### config.mk
export PLATFORM = sky130hd
export DESIGN_NAME = gate_term_select
export DESIGN_NICKNAME = d
export VERILOG_FILES = /design/src/common/gate_sel_pkg.sv /design/src/common/gate_if.sv /design/src/hw/gate_combine.sv /design/src/hw/gate_term_select.sv
export SDC_FILE = /design/constraint.sdc
export NUM_CORES = 1
export LEC_CHECK = 0
export BUFFER_PORTS_ARGS = -buffer_cell sky130_fd_sc_hd__buf_2
export CORE_UTILIZATION = 55
export CTS_CLUSTER_SIZE = 10
export DETAILED_ROUTE_END_ITERATION = 8
export MAX_ROUTING_LAYER = met4
export PLACE_DENSITY_LB_ADDON = 0.2
export SLEW_MARGIN = 10
export SYNTH_ARGS = -nofsm -noshare
export SYNTH_HDL_FRONTEND = slang
export SYNTH_SLANG_ARGS = --single-unit
### constraint.sdc
create_clock -name clk -period 4.1 [get_ports clk]
set_input_delay 0.615 -clock clk [delete_from_list [all_inputs] [get_ports clk]]
set_output_delay 0.615 -clock clk [all_outputs]
set_load 0.02 [all_outputs]
### src/common/gate_sel_pkg.sv
// Operation
// Gate 1 true terms: bits 7,5,3,1.
// Gate 1 negated terms: bits 6,4,2,0.
// Gate 2 true terms: bits 7,5,3,1.
// Gate 2 negated terms: bits 6,4,2,0.
// Gate 3 true terms: bits 7,5,3,1.
// Gate 3 negated terms: bits 6,4,2,0.
// Term-select registers fully readable and writable.
// Per-gate invert bit flips gate output.
// Data 1 picked from eight inputs by code.
// Enabled terms ORed; none enabled gives zero.
package gate_sel_pkg;

  // ----------------------------------------------------------------
  // Register map
  // ----------------------------------------------------------------
  localparam int          ADDR_W         = 8;
  localparam logic [7:0]  OFS_GATE1_TERM = 8'h00;
  localparam logic [7:0]  OFS_GATE2_TERM = 8'h04;
  localparam logic [7:0]  OFS_GATE3_TERM = 8'h08;
  localparam logic [7:0]  OFS_POLARITY   = 8'h0C;
  localparam logic [7:0]  OFS_DATA1_SEL  = 8'h10;
  localparam logic [7:0]  OFS_STATUS     = 8'h14;

  // ----------------------------------------------------------------
  // Field positions
  // ----------------------------------------------------------------
  localparam int          D4_TRUE_BIT    = 7;
  localparam int          D4_NEG_BIT     = 6;
  localparam int          D3_TRUE_BIT    = 5;
  localparam int          D3_NEG_BIT     = 4;
  localparam int          D2_TRUE_BIT    = 3;
  localparam int          D2_NEG_BIT     = 2;
  localparam int          D1_TRUE_BIT    = 1;
  localparam int          D1_NEG_BIT     = 0;
  localparam int          POL_G1_BIT     = 0;
  localparam int          POL_G2_BIT     = 1;
  localparam int          POL_G3_BIT     = 2;
  localparam int          SEL_D1_LSB     = 0;
  localparam int          SEL_D1_W       = 3;
  localparam int          STAT_GATE_LSB  = 0;
  localparam int          STAT_DATA_LSB  = 3;

  // ----------------------------------------------------------------
  // Reset values
  // ----------------------------------------------------------------
  localparam logic [7:0]  TERM_RST       = 8'h00;
  localparam logic [2:0]  POL_RST        = 3'h0;
  localparam logic [2:0]  SEL_RST        = 3'h0;
  localparam logic [31:0] WORD_RST       = 32'h0000_0000;

endpackage

### src/common/gate_if.sv
`timescale 1ns/1ps
interface gate_if;
  logic [3:0] data;
  logic [7:0] term1;
  logic [7:0] term2;
  logic [7:0] term3;
  logic [2:0] invert;
  logic [2:0] gate;

  modport core (output data, term1, term2, term3, invert, input gate);
  modport comb (input data, term1, term2, term3, invert, output gate);
endinterface

### src/hw/gate_combine.sv
`timescale 1ns/1ps
module gate_combine (
  gate_if.comb g
);

  // ----------------------------------------------------------------
  // Term gating
  // ----------------------------------------------------------------
  // Each data input owns an adjacent pair of select bits: the odd bit admits
  // the true copy, the even bit the inverted copy.
  function automatic logic gate_sum(input logic [7:0] sel, input logic [3:0] d);
    logic [7:0] terms;
    terms = 8'h00;
    for (int i = 0; i < 4; i++) begin
      terms[2*i+1] = d[i];
      terms[2*i]   = ~d[i];
    end
    return |(sel & terms);
  endfunction

  // ----------------------------------------------------------------
  // Gates with polarity
  // ----------------------------------------------------------------
  assign g.gate[0] = gate_sum(g.term1, g.data) ^ g.invert[0];
  assign g.gate[1] = gate_sum(g.term2, g.data) ^ g.invert[1];
  assign g.gate[2] = gate_sum(g.term3, g.data) ^ g.invert[2];

endmodule

### src/hw/gate_term_select.sv
// The register offsets and the APB register port were decided locally.
`timescale 1ns/1ps
module gate_term_select (
  input  wire logic        clk,
  input  wire logic        rst_n,
  input  wire logic        psel,
  input  wire logic        penable,
  input  wire logic        pwrite,
  input  wire logic [7:0]  paddr,
  input  wire logic [31:0] pwdata,
  output logic      [31:0] prdata,
  output logic             pready,
  output logic             pslverr,
  input  wire logic [7:0]  cell_inputs,
  input  wire logic        data_two_in,
  input  wire logic        data_three_in,
  input  wire logic        data_four_in,
  output logic             gate_one_output,
  output logic             gate_two_output,
  output logic             gate_three_output
);

  // ----------------------------------------------------------------
  // Storage
  // ----------------------------------------------------------------
  logic [7:0]  gate1_term_select;
  logic [7:0]  gate2_term_select;
  logic [7:0]  gate3_term_select;
  logic [2:0]  gate_invert;
  logic [2:0]  data_one_source_select;
  logic [10:0] pin_meta;
  logic [10:0] pin_sync;
  logic        data_one;
  logic [31:0] next_prdata;
  logic        setup_phase;
  logic        access_done;

  gate_if cif ();

  gate_combine u_combine (
    .g (cif.comb)
  );

  // ----------------------------------------------------------------
  // Address decode
  // ----------------------------------------------------------------
  function automatic logic addr_ok(input logic [7:0] a);
    if (a == gate_sel_pkg::OFS_GATE1_TERM) begin
      return 1'b1;
    end else if (a == gate_sel_pkg::OFS_GATE2_TERM) begin
      return 1'b1;
    end else if (a == gate_sel_pkg::OFS_GATE3_TERM) begin
      return 1'b1;
    end else if (a == gate_sel_pkg::OFS_POLARITY) begin
      return 1'b1;
    end else if (a == gate_sel_pkg::OFS_DATA1_SEL) begin
      return 1'b1;
    end else if (a == gate_sel_pkg::OFS_STATUS) begin
      return 1'b1;
    end else begin
      return 1'b0;
    end
  endfunction

  assign setup_phase = psel && !penable;
  assign access_done = psel && penable && pready;

  // ----------------------------------------------------------------
  // Input synchronisers
  // ----------------------------------------------------------------
  // Cell inputs and data 2..4 arrive from other logic or pins, so every bit
  // passes two flops before any gate looks at it.
  always_ff @(posedge clk) begin
    if (!rst_n) begin
      pin_meta <= 11'h000;
      pin_sync <= 11'h000;
    end else begin
      pin_meta <= {data_four_in, data_three_in, data_two_in, cell_inputs};
      pin_sync <= pin_meta;
    end
  end

  assign data_one = pin_sync[data_one_source_select];

  // ----------------------------------------------------------------
  // Software registers
  // ----------------------------------------------------------------
  // The stored selections are cleared at reset so that the gates never run
  // from unknown state; software is expected to load them before use.
  always_ff @(posedge clk) begin
    if (!rst_n) begin
      gate1_term_select      <= gate_sel_pkg::TERM_RST;
      gate2_term_select      <= gate_sel_pkg::TERM_RST;
      gate3_term_select      <= gate_sel_pkg::TERM_RST;
      gate_invert            <= gate_sel_pkg::POL_RST;
      data_one_source_select <= gate_sel_pkg::SEL_RST;
    end else if (access_done && pwrite) begin
      if (paddr == gate_sel_pkg::OFS_GATE1_TERM) begin
        gate1_term_select <= pwdata[7:0];
      end else if (paddr == gate_sel_pkg::OFS_GATE2_TERM) begin
        gate2_term_select <= pwdata[7:0];
      end else if (paddr == gate_sel_pkg::OFS_GATE3_TERM) begin
        gate3_term_select <= pwdata[7:0];
      end else if (paddr == gate_sel_pkg::OFS_POLARITY) begin
        gate_invert <= pwdata[2:0];
      end else if (paddr == gate_sel_pkg::OFS_DATA1_SEL) begin
        data_one_source_select <= pwdata[gate_sel_pkg::SEL_D1_LSB +: gate_sel_pkg::SEL_D1_W];
      end
    end
  end

  // ----------------------------------------------------------------
  // Read mux
  // ----------------------------------------------------------------
  always_comb begin
    next_prdata = gate_sel_pkg::WORD_RST;
    if (paddr == gate_sel_pkg::OFS_GATE1_TERM) begin
      next_prdata[7:0] = gate1_term_select;
    end else if (paddr == gate_sel_pkg::OFS_GATE2_TERM) begin
      next_prdata[7:0] = gate2_term_select;
    end else if (paddr == gate_sel_pkg::OFS_GATE3_TERM) begin
      next_prdata[7:0] = gate3_term_select;
    end else if (paddr == gate_sel_pkg::OFS_POLARITY) begin
      next_prdata[2:0] = gate_invert;
    end else if (paddr == gate_sel_pkg::OFS_DATA1_SEL) begin
      next_prdata[gate_sel_pkg::SEL_D1_LSB +: gate_sel_pkg::SEL_D1_W] = data_one_source_select;
    end else if (paddr == gate_sel_pkg::OFS_STATUS) begin
      next_prdata[gate_sel_pkg::STAT_GATE_LSB +: 3] = {gate_three_output, gate_two_output, gate_one_output};
      next_prdata[gate_sel_pkg::STAT_DATA_LSB +: 4] = cif.data;
    end
  end

  // ----------------------------------------------------------------
  // APB answer
  // ----------------------------------------------------------------
  // Answers are registered in the setup cycle, so every access takes exactly
  // one access cycle and the outputs stay glitch free.
  always_ff @(posedge clk) begin
    if (!rst_n) begin
      pready  <= 1'b0;
      pslverr <= 1'b0;
      prdata  <= gate_sel_pkg::WORD_RST;
    end else begin
      pready  <= setup_phase;
      pslverr <= setup_phase && !addr_ok(paddr);
      if (setup_phase) begin
        prdata <= pwrite ? gate_sel_pkg::WORD_RST : next_prdata;
      end
    end
  end

  // ----------------------------------------------------------------
  // Gate outputs
  // ----------------------------------------------------------------
  assign cif.data   = {pin_sync[10], pin_sync[9], pin_sync[8], data_one};
  assign cif.term1  = gate1_term_select;
  assign cif.term2  = gate2_term_select;
  assign cif.term3  = gate3_term_select;
  assign cif.invert = gate_invert;

  always_ff @(posedge clk) begin
    if (!rst_n) begin
      gate_one_output   <= 1'b0;
      gate_two_output   <= 1'b0;
      gate_three_output <= 1'b0;
    end else begin
      gate_one_output   <= cif.gate[0];
      gate_two_output   <= cif.gate[1];
      gate_three_output <= cif.gate[2];
    end
  end
endmodule

# [Word level (Yosys, flattened, before mapping)]
# Index checks and enable logic that the tools add are counted.
[classes] n_eq_ne=5 n_lt_le_gt_ge=1 bitwise=14 muxes=19 reduce_logical=16
[op_table] cell="8-bit AND" n=3
[op_table] cell="8-bit 2-to-1 mux" n=3
[op_table] cell="8-bit OR reduction" n=3
[op_table] cell="8-bit by 4-bit equality test with 1-bit output (second input constant)" n=2
[op_table] cell="8-bit by 5-bit equality test with 1-bit output (second input constant)" n=2
[op_table] cell="7-bit 2-to-1 mux" n=2
[op_table] cell="1-bit 2-to-1 mux" n=9
[op_table] cell="8-bit by 3-bit equality test with 1-bit output (second input constant)" n=1
[op_table] cell="8-bit logical NOT" n=1
[op_table] cell="4-bit 2-to-1 mux" n=2
[op_table] cell="1-bit inverter" n=8
[op_table] cell="3-bit 2-to-1 mux" n=2
[op_table] cell="6-bit AND reduction" n=1
[op_table] cell="1-bit logical AND" n=5
[op_table] cell="3-bit by 5-bit < comparator with 1-bit output (second input constant)" n=1
[op_table] cell="5-bit AND reduction" n=1
[op_table] cell="4-bit AND reduction" n=1
[op_table] cell="1-bit binary-select mux with 3-bit select" n=1
[op_table] cell="3-bit AND reduction" n=1
[op_table] cell="1-bit bitwise XOR" n=3
[op_table] cell="1-bit logical NOT" n=2
[op_table] cell="2-bit AND reduction" n=1
[totals] inputBits=56 output_inout_bits=37 reg_bits=89 elab_cells=68

# [Longest topological paths before layout]
# Gate-level depths: netlist (run 1).
[depth] ltp_word=10 mapped_depth=7 depth_no_buf=5

# [Cells and area by module]
# A second synthesis (run 1) with hierarchy kept.
[unflattened] hier_cells=302 hier_area_um2=2937.8
[modules_own_cells] mod="gate_term_select" cells_each=284 area_per_inst_um2=2772.7 seq_area_each_um2=1301.2 n_inst=1
[modules_own_cells] mod="gate_combine" cells_each=18 area_per_inst_um2=165.2 seq_area_each_um2=0.0 n_inst=1

# [Worst setup path before layout (run 1)]
# No wires, ideal clock.
[synth_path] path_type="input to register" start="input paddr[0]" end="register prdata[4]" path_buffers=1 setup_ps=115 arrival_time_ps=2098 path_slack_ps=1887 t_required_ps=3985 stages=6 cell_sequence="or4_1 > or4b_1 > clkbuf_1 > nor2_1 > o31ai_1 > and2_1"
[synth_between] elab_chain_cells=8 word_cells_on_any_way=13 classes_between="5 x eq/ne; 7 x mux; 1 x reduce/logical"
[synth_lines] item="start: declaration" line="gate_term_select.sv:9" source="input wire logic [7:0] paddr,"
[synth_lines] item="8-bit by 5-bit equality test with 1-bit output" line="gate_term_select.sv:127" source="end else if (paddr == gate_sel_pkg::OFS_STATUS) begin"
[synth_lines] item="7-bit 2-to-1 mux" line="gate_term_select.sv:127"
[synth_lines] item="4-bit 2-to-1 mux" line="gate_term_select.sv:125" source="end else if (paddr == gate_sel_pkg::OFS_DATA1_SEL) begin"
[synth_lines] item="4-bit 2-to-1 mux" line="gate_term_select.sv:123" source="end else if (paddr == gate_sel_pkg::OFS_POLARITY) begin"
[synth_lines] item="7-bit 2-to-1 mux" line="gate_term_select.sv:121" source="end else if (paddr == gate_sel_pkg::OFS_GATE3_TERM) begin"
[synth_lines] item="8-bit 2-to-1 mux" line="gate_term_select.sv:119" source="end else if (paddr == gate_sel_pkg::OFS_GATE2_TERM) begin"
[synth_lines] item="8-bit 2-to-1 mux *" line="gate_term_select.sv:117" source="if (paddr == gate_sel_pkg::OFS_GATE1_TERM) begin"
[synth_lines] item="8-bit 2-to-1 mux *" line="gate_term_select.sv:147" source="prdata <= pwrite ? gate_sel_pkg::WORD_RST : next_prdata;"
[synth_lines] item="end signal: assignment" line="gate_term_select.sv:142" source="prdata <= gate_sel_pkg::WORD_RST;"
[synth_lines] item="end signal: assignment" line="gate_term_select.sv:147"
[synth_lines] item="end: declaration" line="gate_term_select.sv:11" source="output logic [31:0] prdata,"
# Mark *: on every way between the ends. The rest lies on a longest branch, timed or not.
# A chain may end at the register's enable or synchronous reset.

# [Worst setup path in the final report (run 1)]
[layout_path] start="input paddr[0]" end="register gate3_term_select[4], in the netlist cif.term3[4]"
[layout_between] elab_chain_cells=3 word_cells_on_any_way=6 classes_between="2 x eq/ne; 2 x bitwise; 2 x reduce/logical"
[layout_lines] item="8-bit by 3-bit equality test with 1-bit output or 8-bit logical NOT (tied branches)" line="gate_term_select.sv:100, gate_term_select.sv:98"
[layout_lines] item="1-bit inverter (no line)"
[layout_lines] item="4-bit AND reduction (no line) *"
[layout_lines] item="end signal: assignment" line="gate_term_select.sv:94" source="gate3_term_select <= gate_sel_pkg::TERM_RST;"
[layout_lines] item="end signal: assignment" line="gate_term_select.sv:103" source="gate3_term_select <= pwdata[7:0];"
[layout_lines] item="end: declaration" line="gate_term_select.sv:28" source="logic [7:0] gate3_term_select;"
# Marks and branches as above.

==> results of run 1 <==
==> per-layer routing <==
layer / track usage, % / vias to the layer above
li1: - / 1126
met1: 27.7 / 983
met2: 36.0 / 78
met3: 6.22 / 14
met4: 11.7 / 0
met5: - / -
==> cells by family (layout without fill, tap and decap cells) <==
family	count (synthesis)	after routing	share of synthesized area [%]
AOI/OAI and AO/OA	46	46	10.3
muxes	36	36	13.9
and+or+nand+nor	127	127	22.7
DFF	65	65	43.9
buffers and inverters	47	67	9.11
other	1	24	0.126
==> power groups by stage <==
stage | clock network [W] | registers (W) | logic (W)
2_1_floorplan | 0 | 0.000660 | 0.0000769
3_3_place_gp | 0 | 0.000660 | 0.0000880
3_5_place_dp | 0 | 0.000660 | 0.0000890
4_1_cts | 0.000533 | 0.000646 | 0.0000894
5_1_grt | 0.000560 | 0.000647 | 0.000100
6_report | 0.000522 | 0.000646 | 0.0000900
==> final cells by class <==
| type | instances | area (sq um) | area share [%] |
|---|---|---|---|
| Sequential cell | 65 | 1300 | 39.3 |
| Clock inverter | 5 | 56.3 | 1.70 |
| Tap cell | 70 | 87.6 | 2.64 |
| Clock buffer | 11 | 131 | 3.97 |
| Multi-Input combinational cell | 233 | 1490 | 44.9 |
| Inverter | 6 | 22.5 | 0.680 |
| Timing Repair Buffer | 45 | 228 | 6.87 |
==> worst max-delay path by stage <==
| stage | startpoint | end | slack (ns) | cells after the start |
|---|---|---|---|---|
| after floorplan | paddr[0] | prdata[4] | 1.89 | 6 |
| after global placement | paddr[0] | cif.term3[4] | 1.52 | 7 |
| after detailed placement | paddr[0] | cif.term3[7] | 1.51 | 7 |
| after CTS | paddr[0] | cif.term3[4] | 1.84 | 7 |
| after global routing | paddr[0] | cif.term3[4] | 1.73 | 7 |
| final | paddr[0] | cif.term3[4] | 1.82 | 7 |
==> placed cells by master (no fill, tap or decap), types with 2 or more instances in the layout <==
cell type / count
mux4_1: 2
o21ai_0: 10
o22ai_1: 7
nand2b_1: 3
and2_1: 27
mux2_4: 4
mux2i_1: 30
nor2_1: 11
a21oi_1: 4
inv_1: 6
clkbuf_1: 2
nand2_1: 32
buf_2: 44
clkinv_2: 2
o31ai_1: 3
nor2b_1: 20
nand3_1: 19
a32oi_1: 2
and3_1: 4
clkbuf_8: 9
dfxtp_1: 65
conb_1: 24
a22oi_1: 3
or3_1: 3
a21boi_0: 16
==> registers in the layout, summed over array words and instances, names as in the netlist, 3 cells and up <==
| register | flops |
|---|---|
| data_one_source_select | 3 |
| cif.term2 | 8 |
| pin_meta | 11 |
| prdata | 8 |
| pin_sync | 11 |
| cif.term1 | 8 |
| cif.invert | 3 |
| cif.term3 | 8 |
==> metrics by stage <==
| stage | cell area, sq um | std cells | util [%] |
|---|---|---|---|
| 6_report | 3310 | 435 | 64.5 |
| 5_1_grt | 3310 | 435 | 64.5 |
| 4_1_cts | 3310 | 435 | 64.5 |
| 3_5_place_dp | 3130 | 419 | 60.8 |
| 3_3_place_gp | 3130 | 419 | 60.8 |
| 2_1_floorplan | 3050 | 345 | - |
==> worst max-delay path: cells and delay by family <==
kind | cells | cell delay [ns]
multiplexers | 1 | 0.27
AND/OR/NAND/NOR | 4 | 1.24
buffers and inverters | 2 | 0.36
==> results.cfg, run 1 <==
[floorplan]
ios = 93
die-area_sq_um = 5690
fp.dieW_um = 75.4
rows = 26
core_sq_um = 5140
die_h_um = 75.4
start_util_pct = 57.7

[synthesis]
postSynth.asyncResetShare_pct = 0
ys_top_cells_by_area = dfxtp_1 44%, mux2i_1 10%, buf_4 6.1%, and2_1 5.7%, nor2b_1 4.2%
avgSynthCellArea_sq_um = 9.21
syn-cell-area_sq_um = 2970
synth-edff-count = 0
synth_cell_types = 34
ys.flop_type = dfxtp_1
synthTopCellsByCount = 65 x dfxtp_1, 32 x nand2_1, 30 x mux2i_1, 27 x and2_1, 24 x buf_4
synth_top_area_cell = dfxtp_1
ys_warn_count = 0
synth_top_area_share_pct = 43.9
synth-seq-area-share_pct = 43.9
synth_most_common_cell = dfxtp_1
ys_ff_latch = 65
synthCells = 322

[worst_setup_path]
crit_required_ns = 4.33
r2r_start = data_one_source_select[0]
reg2reg_depth = 5
critPathMaxStageDelay_ns = 0.60
rrSetupSlack_ns = 1.84
arrival_ns = 2.51
cp_max_fo = 20
path_cells = buf_2 -> or4_1 -> nor4_2 -> buf_4 -> nand2b_1 -> mux2i_1 -> nor2b_1
start_kind = primary input
crit_path_end_kind = flip-flop
reg2reg_to = gate_one_output
critical-path-slowest-cell = or4_1
critPathKind = primary input to flip-flop

[grt]
antenna_found_initial = 0
grt_pass1_wl_um = 9290
grt_pass1_vias = 2023
grt.total_usage_pct = 23.2
overflow = 0
grt_max_degree = 62

[detailed_routing]
top_layer_used = met4
wl_met3_um = 318
viasPerCell = 5.06
vias = 2201
dr_wl_met2_um = 2650
drtIter0Drc = 84
wl_um = 5810
drt-met1-wl_um = 2710
drt-wirelength-per-cell_um = 13.3
antenna_left = 0
dr.pass1.iters = 4
drc = 0

[power]
power_frac_comb_pct = 7.2
p_int_w = 0.000953
p_sw_share_pct = 24.2
power.density_nw_per_um2 = 380
peakVddDrop_uv = 265
clock_power_share_pct = 41.5
seqPwrFrac_pct = 51.4
total_power_w = 0.00126
switchingPower_w = 0.000304
leakage_nw = 1.41

[timing]
fin_crit_ns = 2.28
hold_ws_ns = 0.433
tightest_slew_ns = 0.824
timing_hold_violations_final = 0
setup_tns_ns = 0
grt_setup_unrepaired = no
setup_violations = 0
post-route-period-util_pct = 55.6
skew_ns = 0.00875
clock.fmax_mhz = 439
drv_slew = 0
relSlewSlack_pct = 45.1
setup_ws_ns = 1.82

[placement]
place_ws_ns = 1.51
dp_hpwl_um = 4030
port_buffers = 44
gp_congestion = 0.817

[min_path]
whs_path_depth = 1
hold_class = flip-flop to flip-flop
hp-start = pin_meta[3]
min_to = pin_sync[3]

[clock_network]
tritoncts.num_buffers = 9
numClockSinks = 65
clk_pin_slew_ns = 0.06
cts_tree = done
post_cts_buffers = 0
cts_max_path_buffers = 2
clock_latency_ns = 0.35
root_buffer = clkbuf_8
cts_hold_buf = 0
ctsResizeCount = 0
h-tree-depth = 3

[finish]
antenna_cells = 0
num-fill-cells = 455
synthToLayoutAreaGrowth_pct = 11.7
nets = 416
drive_gt1_share_pct = 18.1

[status]
outcome = finished clean

[flow_run]
drv_cap = 0
No activity file was read; power rests on OpenSTA's default activity.
==> run 2: changes to the inputs <==
- CORE_UTILIZATION: 55 -> 46
- clock period: 4.1 -> 1.95 ns (I/O delays scaled with it)
==> results.cfg, run 2 (synthesis results as in run 1) <==
[worst_setup_path]
path_delay_family = multiplexers
start_kind = flip-flop
crit_required_ns = 2.20
critPathMaxStageDelay_ns = 0.49
critical-path-slowest-cell = mux4_2
cpMostUsedCell = mux2_4
crit_path_end_kind = flip-flop
cp_max_fo = 4
rrSetupSlack_ns = -0.11
critPathKind = flip-flop to flip-flop
crit_buf_inv = 0
path_cells = mux4_2 -> mux2_4 -> mux2_4 -> or3_1 -> and3_4
arrival_ns = 2.31

[grt]
overflow = 0
grt_max_degree = 60
grt_pass1_wl_um = 9750
grt.total_usage_pct = 20.5
grt_pass1_vias = 2018
antenna_found_initial = 0

[floorplan]
die-area_sq_um = 6770
core_sq_um = 6060
ios = 93
die_h_um = 82.3
start_util_pct = 48.9
rows = 28
fp.dieW_um = 82.3

[clock_network]
h-tree-depth = 3
clock_latency_ns = 0.35
numClockSinks = 65
tritoncts.num_buffers = 9
clk_pin_slew_ns = 0.08
cts_max_path_buffers = 2
root_buffer = clkbuf_8
cts_hold_buf = 0
cts_tree = done

[finish]
drive_gt1_share_pct = 23.1
reg_top3 = pin_meta x11, pin_sync x11
final_cell_mix = 64 x dfxtp_1, 44 x buf_2, 32 x nand2_1, 30 x mux2i_1, 27 x and2_1
synthToLayoutAreaGrowth_pct = 18.2
nets = 432
final_common_cell = dfxtp_1
antenna_cells = 0

[flow_run]
drv_cap = 0

[placement]
dp_hpwl_um = 4300
place_ws_ns = -0.153
port_buffers = 44
gp_congestion = 0.834

[detailed_routing]
drt-wirelength-per-cell_um = 13.3
viasPerCell = 4.89
wl_um = 6060
dr.pass1.iters = 4
drtIter0Drc = 85
drc = 0
antenna_left = 0
vias = 2230

[timing]
drv_slew = 0
setup_ws_ns = -0.106
timing_hold_violations_final = 0
fin_crit_ns = 2.06
skew_ns = 0.00703
clock.fmax_mhz = 486
setup_violations = 3
post-route-period-util_pct = 105
grt_setup_unrepaired = yes

[min_path]
hold_class = primary input to flip-flop

[status]
outcome = finished, violations left
violations = negative setup slack

[power]
total_power_w = 0.00285
power.density_nw_per_um2 = 814
leakage_nw = 1.51
peakVddDrop_uv = 498
==> run 2: stage by stage <==
step	cells	TNS (ns)	area (sq um)	hold WS, ns	util (%)
3_5_place_dp	439	-3.63	3260	0.417	53.8
2_1_floorplan	345	-0.129	3050	0.395	-
6_report	456	-0.268	3510	0.145	57.8
3_3_place_gp	439	-3.68	3260	0.416	53.8
5_1_grt	456	-0.424	3510	0.127	57.8
4_1_cts	456	-0.292	3500	0.132	57.8
==> run 2: power by group <==
part | internal [W] | switching, W | total, W
Sequential | 0.00135 | 0.00000886 | 0.00136
Combinational | 0.0000745 | 0.000127 | 0.000201
Clock | 0.000758 | 0.000537 | 0.00129
Total | 0.00218 | 0.000672 | 0.00285
==> run 2: repair_timing <==
| item | CTS | global route |
|---|---|---|
| endpoints found under the setup margin | 3 | 3 |
| pin swaps | 1 | 0 |
| resized for setup | 1 | 1 |
| buffers inserted | 1 | 0 |
==> run 2: worst paths after layout <==
check | end | from | cells past startpoint
max | gate_three_output | data_one_source_select[0] | 5
min | pin_meta[7] | cell_inputs[7] | 2
max reg2reg | gate_three_output | data_one_source_select[0] | 5
min reg2reg | pin_sync[1] | pin_meta[1] | 1
==> run 2: final cells by class <==
class	instances	area (sq um)
multi-input cells	233	1480
clock buffers	10	138
fillers	534	2550
inverters	6	22.5
flip-flops and latches	65	1310
repair buffers	61	373
well taps	75	93.8
clock inverters	6	90.1
==> run 2: per-layer routing <==
| layer | wire length (um) | global-route usage [%] | vias to the layer above |
|---|---|---|---|
| li1 | - | - | 1154 |
| met4 | 68 | 6.32 | 0 |
| met2 | 2800 | 31.3 | 59 |
| met5 | 0 | - | - |
| met1 | 2930 | 25.2 | 1010 |
| met3 | 269 | 7.36 | 7 |
